**src/shared/apc_pkg.sv**
```systemverilog
// Shared constants and carrier types for the amplifier protection controller.
`default_nettype none
package apc_pkg;

  // Timing base: 10 MHz core clock.
  localparam int CLOCK_KHZ = 10_000;
  localparam int STEPS_PER_DB = 4;
  localparam int ATTACK_MS_PER_DB = 1200;
  localparam int RELEASE_MS_PER_DB = 2400;
  localparam int DC_HOLD_MS = 420;
  localparam int STARTUP_MS = 20;
  localparam int ATTACK_CYCLES = ATTACK_MS_PER_DB * CLOCK_KHZ / STEPS_PER_DB;
  localparam int RELEASE_CYCLES = RELEASE_MS_PER_DB * CLOCK_KHZ / STEPS_PER_DB;
  localparam int DC_CYCLES = DC_HOLD_MS * CLOCK_KHZ;
  localparam int STARTUP_CYCLES = STARTUP_MS * CLOCK_KHZ;
  localparam int CNT_W = 23;

  // Foldback depth, in 0.25 dB steps.
  localparam int ATTEN_W = 6;
  localparam logic [ATTEN_W-1:0] MAX_ATTEN = 6'h30;

  localparam int CHANNELS = 2;
  localparam int PIN_W = 12;

  // Register byte offsets.
  localparam logic [3:0] OFS_CTRL = 4'h0;
  localparam logic [3:0] OFS_STATUS = 4'h4;
  localparam logic [3:0] OFS_ATTEN = 4'h8;
  localparam logic [3:0] OFS_DCERR = 4'hC;

  // Field positions.
  localparam int CTRL_SOFT_MUTE = 0;
  localparam int ST_OUT_LSB = 0;
  localparam int ST_UV = 2;
  localparam int ST_OTP = 3;
  localparam int ST_SC = 4;
  localparam int ST_PARALLEL = 5;
  localparam int ST_STARTING = 6;
  localparam int ST_LOW_POWER = 7;

  localparam logic [31:0] CTRL_RESET = 32'h0000_0000;
  localparam logic [31:0] READ_ZERO = 32'h0000_0000;

  typedef enum logic [1:0] {
    OUT_PLAY = 2'h0,
    OUT_MUTE = 2'h1,
    OUT_WEAK_LOW = 2'h2,
    OUT_HIZ = 2'h3
  } apc_out_t;

  typedef enum logic [1:0] {
    PWR_OFF,
    PWR_START,
    PWR_RUN
  } apc_pwr_t;

  // Board and analog comparator levels, in pin order.
  typedef struct packed {
    logic parallel_bridge_select;
    logic shutdown_n;
    logic mute;
    logic over_temp;
    logic foldback_hot;
    logic short_circuit;
    logic supply_below_enter;
    logic supply_above_exit;
    logic [CHANNELS-1:0] duty_high_pos;
    logic [CHANNELS-1:0] duty_high_neg;
  } apc_pins_t;

  localparam apc_pins_t PINS_RESET = 12'h000;

endpackage : apc_pkg
`default_nettype wire

```
**src/rtl/apc_sync.sv**
```systemverilog
// Three-stage input synchroniser with agreement filter, one lane per bit.
`timescale 1ns/10ps
`default_nettype none
module apc_sync
  import apc_pkg::*;
(
  // Clock and reset.
  input wire logic i_clock,
  input wire logic i_rst_n,
  // Asynchronous levels in, filtered levels out.
  input wire logic [PIN_W-1:0] i_async,
  output logic [PIN_W-1:0] o_stable
);

  logic [PIN_W-1:0] s1_reg;
  logic [PIN_W-1:0] s2_reg;
  logic [PIN_W-1:0] s3_reg;

  always_ff @(posedge i_clock or negedge i_rst_n) begin
    if (!i_rst_n) begin
      s1_reg <= PINS_RESET;
      s2_reg <= PINS_RESET;
      s3_reg <= PINS_RESET;
    end else begin
      s1_reg <= i_async;
      s2_reg <= s1_reg;
      s3_reg <= s2_reg;
    end
  end

  // A lane only moves once the second and third stages agree.
  genvar g;
  generate
    for (g = 0; g < PIN_W; g++) begin : g_lane
      always_ff @(posedge i_clock or negedge i_rst_n) begin
        if (!i_rst_n) begin
          o_stable[g] <= PINS_RESET[g];
        end else if (s2_reg[g] == s3_reg[g]) begin
          o_stable[g] <= s3_reg[g];
        end
      end
    end
  endgenerate

endmodule : apc_sync
`default_nettype wire

```
**src/rtl/apc_ctrl.sv**
```systemverilog
// Mode select, start-up sequencing and fault protection of the amplifier.
// Functional notes
// - High select parallels both channels; low gives two bridges.
// - Parallel mode feeds outputs from channel A only.
// - Shutdown low mutes and enters low power.
// - Mute high grounds outputs through resistive path.
// - Over-temperature forces outputs weak low.
// - Hot die lowers gain 0.25 dB per 300 ms.
// - Cool die restores gain 0.25 dB per 600 ms.
// - Foldback only attenuates, capped, never shuts down.
// - Duty above 60% same polarity 420 ms flags error.
// - Short circuit latches and outputs go high impedance.
// - Undervoltage has enter and higher exit level.
// - Start-up sequence runs after undervoltage release.
`timescale 1ns/10ps
`default_nettype none
module apc_ctrl
  import apc_pkg::*;
#(
  parameter int ATTACK_CYC = ATTACK_CYCLES,
  parameter int RELEASE_CYC = RELEASE_CYCLES,
  parameter int DC_CYC = DC_CYCLES,
  parameter int STARTUP_CYC = STARTUP_CYCLES
) (
  // Clock and reset.
  input wire logic i_clock,
  input wire logic i_rst_n,
  // Board pins and analog comparator levels.
  input wire apc_pins_t i_pins,
  // Avalon-MM register slave.
  input wire logic [3:0] i_avs_address,
  input wire logic i_avs_read,
  input wire logic i_avs_write,
  input wire logic [31:0] i_avs_writedata,
  input wire logic [3:0] i_avs_byteenable,
  output logic [31:0] o_avs_readdata,
  output logic o_avs_waitrequest,
  // Power stage control.
  output apc_out_t o_out_state,
  output logic o_parallel_bridge_select,
  output logic o_source_a_only,
  output logic o_low_power,
  output logic [ATTEN_W-1:0] o_gain_atten,
  output logic o_dc_error_event
);

  apc_pins_t pins_q;
  apc_pwr_t pwr_reg;
  logic [CNT_W-1:0] start_cnt_reg;
  logic uv_reg;
  logic sc_latch_reg;
  logic [ATTEN_W-1:0] atten_reg;
  logic [CNT_W-1:0] fb_cnt_reg;
  logic fb_hot_last_reg;
  logic [CHANNELS-1:0] dc_err_reg;
  logic [CHANNELS-1:0] dc_hit;
  logic soft_mute_reg;
  apc_out_t out_next;
  logic wr_taken;
  logic [CHANNELS-1:0] dc_clear;

  apc_sync u_sync (
    .i_clock (i_clock),
    .i_rst_n (i_rst_n),
    .i_async (i_pins),
    .o_stable (pins_q)
  );

  ////////////////////////////////////////////////////////////////////////////
  // Register slave: one wait cycle, then the answer at the release edge.
  assign wr_taken = i_avs_write && !o_avs_waitrequest;
  assign dc_clear = (wr_taken && i_avs_address == OFS_DCERR &&
                     i_avs_byteenable[0]) ?
                    i_avs_writedata[CHANNELS-1:0] : '0;

  always_ff @(posedge i_clock or negedge i_rst_n) begin
    if (!i_rst_n) begin
      o_avs_waitrequest <= 1'b1;
    end else if (o_avs_waitrequest) begin
      o_avs_waitrequest <= !(i_avs_read || i_avs_write);
    end else begin
      o_avs_waitrequest <= 1'b1;
    end
  end

  always_ff @(posedge i_clock or negedge i_rst_n) begin
    if (!i_rst_n) begin
      o_avs_readdata <= READ_ZERO;
    end else if (i_avs_read && o_avs_waitrequest) begin
      unique case (i_avs_address)
        OFS_CTRL: o_avs_readdata <= {31'h0000_0000, soft_mute_reg};
        OFS_STATUS: o_avs_readdata <= {24'h00_0000, o_low_power,
            pwr_reg == PWR_START, o_parallel_bridge_select, sc_latch_reg,
            pins_q.over_temp, uv_reg, o_out_state};
        OFS_ATTEN: o_avs_readdata <= {26'h000_0000, atten_reg};
        OFS_DCERR: o_avs_readdata <= {30'h0000_0000, dc_err_reg};
        default: o_avs_readdata <= READ_ZERO;
      endcase
    end
  end

  always_ff @(posedge i_clock or negedge i_rst_n) begin
    if (!i_rst_n) begin
      soft_mute_reg <= CTRL_RESET[CTRL_SOFT_MUTE];
    end else if (wr_taken && i_avs_address == OFS_CTRL &&
                 i_avs_byteenable[0]) begin
      soft_mute_reg <= i_avs_writedata[CTRL_SOFT_MUTE];
    end
  end

  ////////////////////////////////////////////////////////////////////////////
  // Mode select and power sequencing.
  always_ff @(posedge i_clock or negedge i_rst_n) begin
    if (!i_rst_n) begin
      o_parallel_bridge_select <= 1'b0;
      o_source_a_only <= 1'b0;
    end else begin
      o_parallel_bridge_select <= pins_q.parallel_bridge_select;
      o_source_a_only <= pins_q.parallel_bridge_select;
    end
  end

  // Exit needs the higher level, so a supply hovering between the two
  // levels cannot chatter the outputs.
  always_ff @(posedge i_clock or negedge i_rst_n) begin
    if (!i_rst_n) begin
      uv_reg <= 1'b1;
    end else if (pins_q.supply_below_enter) begin
      uv_reg <= 1'b1;
    end else if (pins_q.supply_above_exit) begin
      uv_reg <= 1'b0;
    end
  end

  always_ff @(posedge i_clock or negedge i_rst_n) begin
    if (!i_rst_n) begin
      pwr_reg <= PWR_OFF;
      start_cnt_reg <= '0;
    end else if (!pins_q.shutdown_n || uv_reg) begin
      pwr_reg <= PWR_OFF;
      start_cnt_reg <= '0;
    end else begin
      unique case (pwr_reg)
        PWR_OFF: pwr_reg <= PWR_START;
        PWR_START: begin
          if (start_cnt_reg == CNT_W'(STARTUP_CYC - 1)) begin
            pwr_reg <= PWR_RUN;
          end else begin
            start_cnt_reg <= start_cnt_reg + 1'b1;
          end
        end
        PWR_RUN: start_cnt_reg <= '0;
      endcase
    end
  end

  always_ff @(posedge i_clock or negedge i_rst_n) begin
    if (!i_rst_n) begin
      o_low_power <= 1'b1;
    end else begin
      o_low_power <= !pins_q.shutdown_n;
    end
  end

  ////////////////////////////////////////////////////////////////////////////
  // Short-circuit latch: a fresh short wins over the shutdown clear.
  always_ff @(posedge i_clock or negedge i_rst_n) begin
    if (!i_rst_n) begin
      sc_latch_reg <= 1'b0;
    end else if (pins_q.short_circuit) begin
      sc_latch_reg <= 1'b1;
    end else if (!pins_q.shutdown_n) begin
      sc_latch_reg <= 1'b0;
    end
  end

  ////////////////////////////////////////////////////////////////////////////
  // Thermal foldback: the step timer restarts whenever the direction flips.
  always_ff @(posedge i_clock or negedge i_rst_n) begin
    if (!i_rst_n) begin
      atten_reg <= '0;
      fb_cnt_reg <= '0;
      fb_hot_last_reg <= 1'b0;
    end else begin
      fb_hot_last_reg <= pins_q.foldback_hot;
      if (pins_q.foldback_hot != fb_hot_last_reg) begin
        fb_cnt_reg <= '0;
      end else if (pins_q.foldback_hot) begin
        if (fb_cnt_reg == CNT_W'(ATTACK_CYC - 1)) begin
          fb_cnt_reg <= '0;
          if (atten_reg != MAX_ATTEN) begin
            atten_reg <= atten_reg + 1'b1;
          end
        end else begin
          fb_cnt_reg <= fb_cnt_reg + 1'b1;
        end
      end else if (atten_reg != '0) begin
        if (fb_cnt_reg == CNT_W'(RELEASE_CYC - 1)) begin
          fb_cnt_reg <= '0;
          atten_reg <= atten_reg - 1'b1;
        end else begin
          fb_cnt_reg <= fb_cnt_reg + 1'b1;
        end
      end else begin
        fb_cnt_reg <= '0;
      end
    end
  end

  always_ff @(posedge i_clock or negedge i_rst_n) begin
    if (!i_rst_n) begin
      o_gain_atten <= '0;
    end else begin
      o_gain_atten <= atten_reg;
    end
  end

  ////////////////////////////////////////////////////////////////////////////
  // DC detection per channel; a polarity swap restarts the count.
  genvar ch;
  generate
    for (ch = 0; ch < CHANNELS; ch++) begin : g_dc
      logic [CNT_W-1:0] cnt_reg;
      logic pol_reg;
      always_ff @(posedge i_clock or negedge i_rst_n) begin
        if (!i_rst_n) begin
          cnt_reg <= '0;
          pol_reg <= 1'b0;
        end else if (pins_q.duty_high_pos[ch] == pins_q.duty_high_neg[ch]) begin
          cnt_reg <= '0;
        end else if (pins_q.duty_high_pos[ch] != pol_reg) begin
          pol_reg <= pins_q.duty_high_pos[ch];
          cnt_reg <= CNT_W'(1);
        end else if (cnt_reg != CNT_W'(DC_CYC)) begin
          cnt_reg <= cnt_reg + 1'b1;
        end
      end
      assign dc_hit[ch] = (cnt_reg == CNT_W'(DC_CYC));
      // Hardware set wins over a software clear in the same cycle.
      always_ff @(posedge i_clock or negedge i_rst_n) begin
        if (!i_rst_n) begin
          dc_err_reg[ch] <= 1'b0;
        end else if (dc_hit[ch]) begin
          dc_err_reg[ch] <= 1'b1;
        end else if (dc_clear[ch]) begin
          dc_err_reg[ch] <= 1'b0;
        end
      end
    end
  endgenerate

  always_ff @(posedge i_clock or negedge i_rst_n) begin
    if (!i_rst_n) begin
      o_dc_error_event <= 1'b0;
    end else begin
      o_dc_error_event <= |dc_err_reg;
    end
  end

  ////////////////////////////////////////////////////////////////////////////
  // Output state priority. Shutdown mutes at once, without waiting for the
  // power sequencer to leave the run state a cycle later.
  always_comb begin
    if (sc_latch_reg) begin
      out_next = OUT_HIZ;
    end else if (pins_q.over_temp || uv_reg) begin
      out_next = OUT_WEAK_LOW;
    end else if (pins_q.mute || soft_mute_reg || !pins_q.shutdown_n ||
                 pwr_reg != PWR_RUN) begin
      out_next = OUT_MUTE;
    end else begin
      out_next = OUT_PLAY;
    end
  end

  always_ff @(posedge i_clock or negedge i_rst_n) begin
    if (!i_rst_n) begin
      o_out_state <= OUT_MUTE;
    end else begin
      o_out_state <= out_next;
    end
  end
endmodule : apc_ctrl
`default_nettype wire

```
**config.mk**
```make
export PLATFORM = sky130hd
export DESIGN_NAME = apc_ctrl
export DESIGN_NICKNAME = d
export VERILOG_FILES = /design/src/shared/apc_pkg.sv /design/src/rtl/apc_sync.sv /design/src/rtl/apc_ctrl.sv
export SDC_FILE = /design/constraint.sdc
export NUM_CORES = 1
export LEC_CHECK = 0
export ABC_AREA = 0
export BUFFER_PORTS_ARGS = -buffer_cell sky130_fd_sc_hd__buf_4
export CAP_MARGIN = 20
export CELL_PAD_IN_SITES_DETAIL_PLACEMENT = 1
export CELL_PAD_IN_SITES_GLOBAL_PLACEMENT = 1
export CORE_MARGIN = 10
export CORE_UTILIZATION = 47
export CTS_BUF_LIST = sky130_fd_sc_hd__clkbuf_8
export DETAILED_ROUTE_END_ITERATION = 12
export PLACE_DENSITY = 0.84
export SLEW_MARGIN = 15
export SYNTH_ARGS = -nofsm -noshare
export SYNTH_HDL_FRONTEND = slang
export SYNTH_SLANG_ARGS = --single-unit
export TNS_END_PERCENT = 30
```
**constraint.sdc**
```tcl
create_clock -name i_clock -period 2.23 [get_ports i_clock]
set_input_delay 0.223 -clock i_clock [delete_from_list [all_inputs] [get_ports i_clock]]
set_output_delay 0.223 -clock i_clock [all_outputs]
set_load 0.05 [all_outputs]
```
==> out/metrics.yaml <==
place:
  portBuffers: 43
  hpwl_mm: 14.4
  dp_slack_ps: 21.7
  place_congestion: 0.842
critical_path:
  critPathLaunchType: "flop"
  critPathArrivalTime_ps: 2450
  startpoint: "start_cnt_reg[1]"
  worstSetupPathType: "reg -> reg"
  path_cells: "ha_1 > nand2_1 > or4_4 > o21ai_4 > buf_4 > nor2_1 > a32o_1"
  reg2reg_from: "start_cnt_reg[1]"
  cpLargestDelayFamily: "simple AND/OR/NAND/NOR gates"
  critPathBufInv: 1
  worstPathRequired_ps: 2580
  critPathMaxStageDelay_ps: 600
  slowest_stage: "or4_4"
  critical_path.max_fanout: 6
  end_kind: "flop"
logic_synthesis:
  synthFlopType: "dfrtp_1"
  syn_avg_cell_area_sq_um: 10.7
  synth_edf_count: 0
  syn-cell-area_sq_mm: 0.00800
  syn_inst: 750
  synth_most_common_cell: "dfrtp_1"
  synthTopCellsByArea: "dfrtp_1 54%, xnor2_1 4.4%, nor2_1 4.2%"
  ys_seq_area_share_pct: 55.1
  ys_seq_elements: 176
  synth_top_cells_by_count: "172 x dfrtp_1, 90 x nor2_1, 55 x nand2_1, 40 x xnor2_1, 36 x nand3_1"
  synth.largest_area_cell: "dfrtp_1"
  yosys_warnings: 0
  synthArstFlopShare_pct: 100
  synth_top_area_share_pct: 53.8
  synth_cell_types: 64
die:
  start_util_pct: 48.0
  fp-row-count: 47
  die_h_um: 150
  boundaryPins: 101
  die_area_sq_mm: 0.0226
  die_x_um: 150
  core_sq_mm: 0.0166
grt:
  grt_pass1_wl_mm: 34.1
  grt-ovfl-total: 0
  grt_pass1_vias: 6818
  antenna_found_initial: 0
  grt_max_degree: 62
  track_usage_pct: 18.9
sta:
  fmax_mhz: 477
  fin_crit_ps: 2100
  fin_skew_ps: 12.2
  final.setup.tns_ps: 0
  finalSetupViolations: 0
  layout_setup_ws_ps: 132
  slew_violations: 0
  relSlewSlack_pct: 57.7
  worst_slew_pin_slew_ps: 633
  rsz0062_at_grt: "no"
  finalHoldViolCount: 0
  post-route-period-util_pct: 94.1
power_and_ir_drop:
  seq_power_share_pct: 51.2
  pwr-share-comb_pct: 10.8
  irDropWorstVdd_uv: 655
  switching_share_pct: 27.7
  pwr-share-clk_pct: 38.0
  leakage_uw: 0.00397
  p_switching_uw: 1850
  power.density_mw_per_mm2: 715
  p_int_uw: 4830
clock_network:
  cts_tree: "done"
  clk_path_buf_depth: 2
  cts_max_level: 4
  cts.sinks: 176
  clk_pin_slew_worst_paths_ps: 90
  clkLatencyLatePin_ps: 470
  cts_root_buffer: "clkbuf_8"
  numCtsBuffers: 17
min_path:
  worstHoldStart: "i_avs_writedata[0]"
  hold_path.class: "in -> reg"
detailed_routing:
  drt-initial-drc-count: 243
  dr.pass1.iters: 4
  drc: 0
  routed_wl_mm: 20.6
  detail_route.wl_per_cell_um: 19.1
  vias: 6008
  ant_nets: 0
  vias_per_cell: 5.59
flow_run:
  drv_cap: 0
finish:
  n_antenna_cell: 0
  largest_reg_flops: 46
  areaGrowthSynthToFinish_pct: 16.8
  nets: 909
  drive_gt1_share_pct: 16.7
status:
  outcome: "complete, no violations"
==> final cells by class <==
class	count	area [sq um]
fill	1821	7300
sequential	176	4410
multi-input combinational	532	3340
timing repair buffer	94	785
tap	220	275
clock buffer	18	248
clock inverter	14	203
inverter	21	78.8
==> worst register-to-register path, stage by stage, from the launching register on <==
cell and delay (ps):
dfrtp_1 390, ha_1 210, nand2_1 100, or4_4 600
o21ai_4 240, buf_4 180, nor2_1 40, a32o_1 220
==> kinds of logic (layout without fill, tap and decap cells) <==
logic type / Yosys count / in the layout / synth area share, %
buffers and inverters: 65 / 147 / 4.37
AO/OA/AOI/OAI: 87 / 87 / 7.09
XOR/XNOR: 70 / 70 / 7.67
other: 1 / 24 / 0.0469
AND/OR/NAND/NOR: 317 / 317 / 20.7
adder cells (fa/ha/maj): 23 / 23 / 3.32
multiplexers: 11 / 11 / 1.63
flip-flops: 176 / 176 / 55.1
==> path summary, 6_finish.rpt <==
kind | cells past startpoint | end | slack [ps]
hold / removal | 2 | soft_mute_reg | 40
hold reg to reg | 0 | u_sync.s2_reg[4] | 360
max in group asynchronous | 3 | uv_reg | 1170
setup reg to reg | 7 | start_cnt_reg[1] | 130
min in group asynchronous | 2 | start_cnt_reg[10] | 320
setup / recovery | 7 | start_cnt_reg[1] | 130
==> layout by cell type (no fill, tap or decap), drive strengths merged, types with 7 or more instances in the layout <==
| master | synthesis | final |
|---|---|---|
| a21oi | 23 | 23 |
| and3 | 13 | 13 |
| and4 | 8 | 8 |
| buf | 30 | 79 |
| clkbuf | 14 | 18 |
| conb | 1 | 24 |
| dfrtp | 172 | 172 |
| dlygate4sd3 | 0 | 15 |
| ha | 10 | 10 |
| inv | 21 | 26 |
| maj3 | 12 | 12 |
| nand2 | 55 | 55 |
| nand3 | 38 | 38 |
| nand4 | 22 | 22 |
| nor2 | 91 | 91 |
| nor2b | 7 | 7 |
| nor3 | 18 | 18 |
| nor4 | 15 | 15 |
| o211ai | 8 | 8 |
| o21ai | 22 | 22 |
| or3 | 9 | 9 |
| or4 | 10 | 10 |
| xnor2 | 40 | 40 |
| xor2 | 30 | 30 |
==> layer usage <==
layer	vias up	global-route usage (%)	wire length, um
li1	2760	-	-
met1	3085	22.3	8510
met2	126	32.7	10600
met3	37	3.96	891
met4	0	7.87	538
met5	-	0	0
==> through the flow <==
stage                     cell area (sq um)  hold slack (ps)  cells  utilization, %  total power [uW]
after floorplan                        8080            -72.6    773               -              3910
after global placement                 8710              249   1026            52.3              4120
after detailed placement               8710              258   1026            52.3              4180
after CTS                              9320             14.8   1075            56.0              6720
after global routing                   9340             19.7   1075            56.1              6940
final                                  9340             38.8   1075            56.1              6680
==> power by group through the flow <==
stage,Sequential [uW],Combinational [uW],Clock (uW)
after floorplan,3510,398,0
after global placement,3470,658,0
after detailed placement,3480,696,0
after CTS,3420,729,2570
after global routing,3430,794,2710
final,3420,722,2540
==> timing repair <==
action,in CTS,in global routing
pin swaps,1,0
setup buffers,2,0
resized for setup,0,4
endpoints found under the hold margin,68,0
hold buffers,15,0
setup endpoints to repair,2,15
Power figures use the tool's default switching activity.
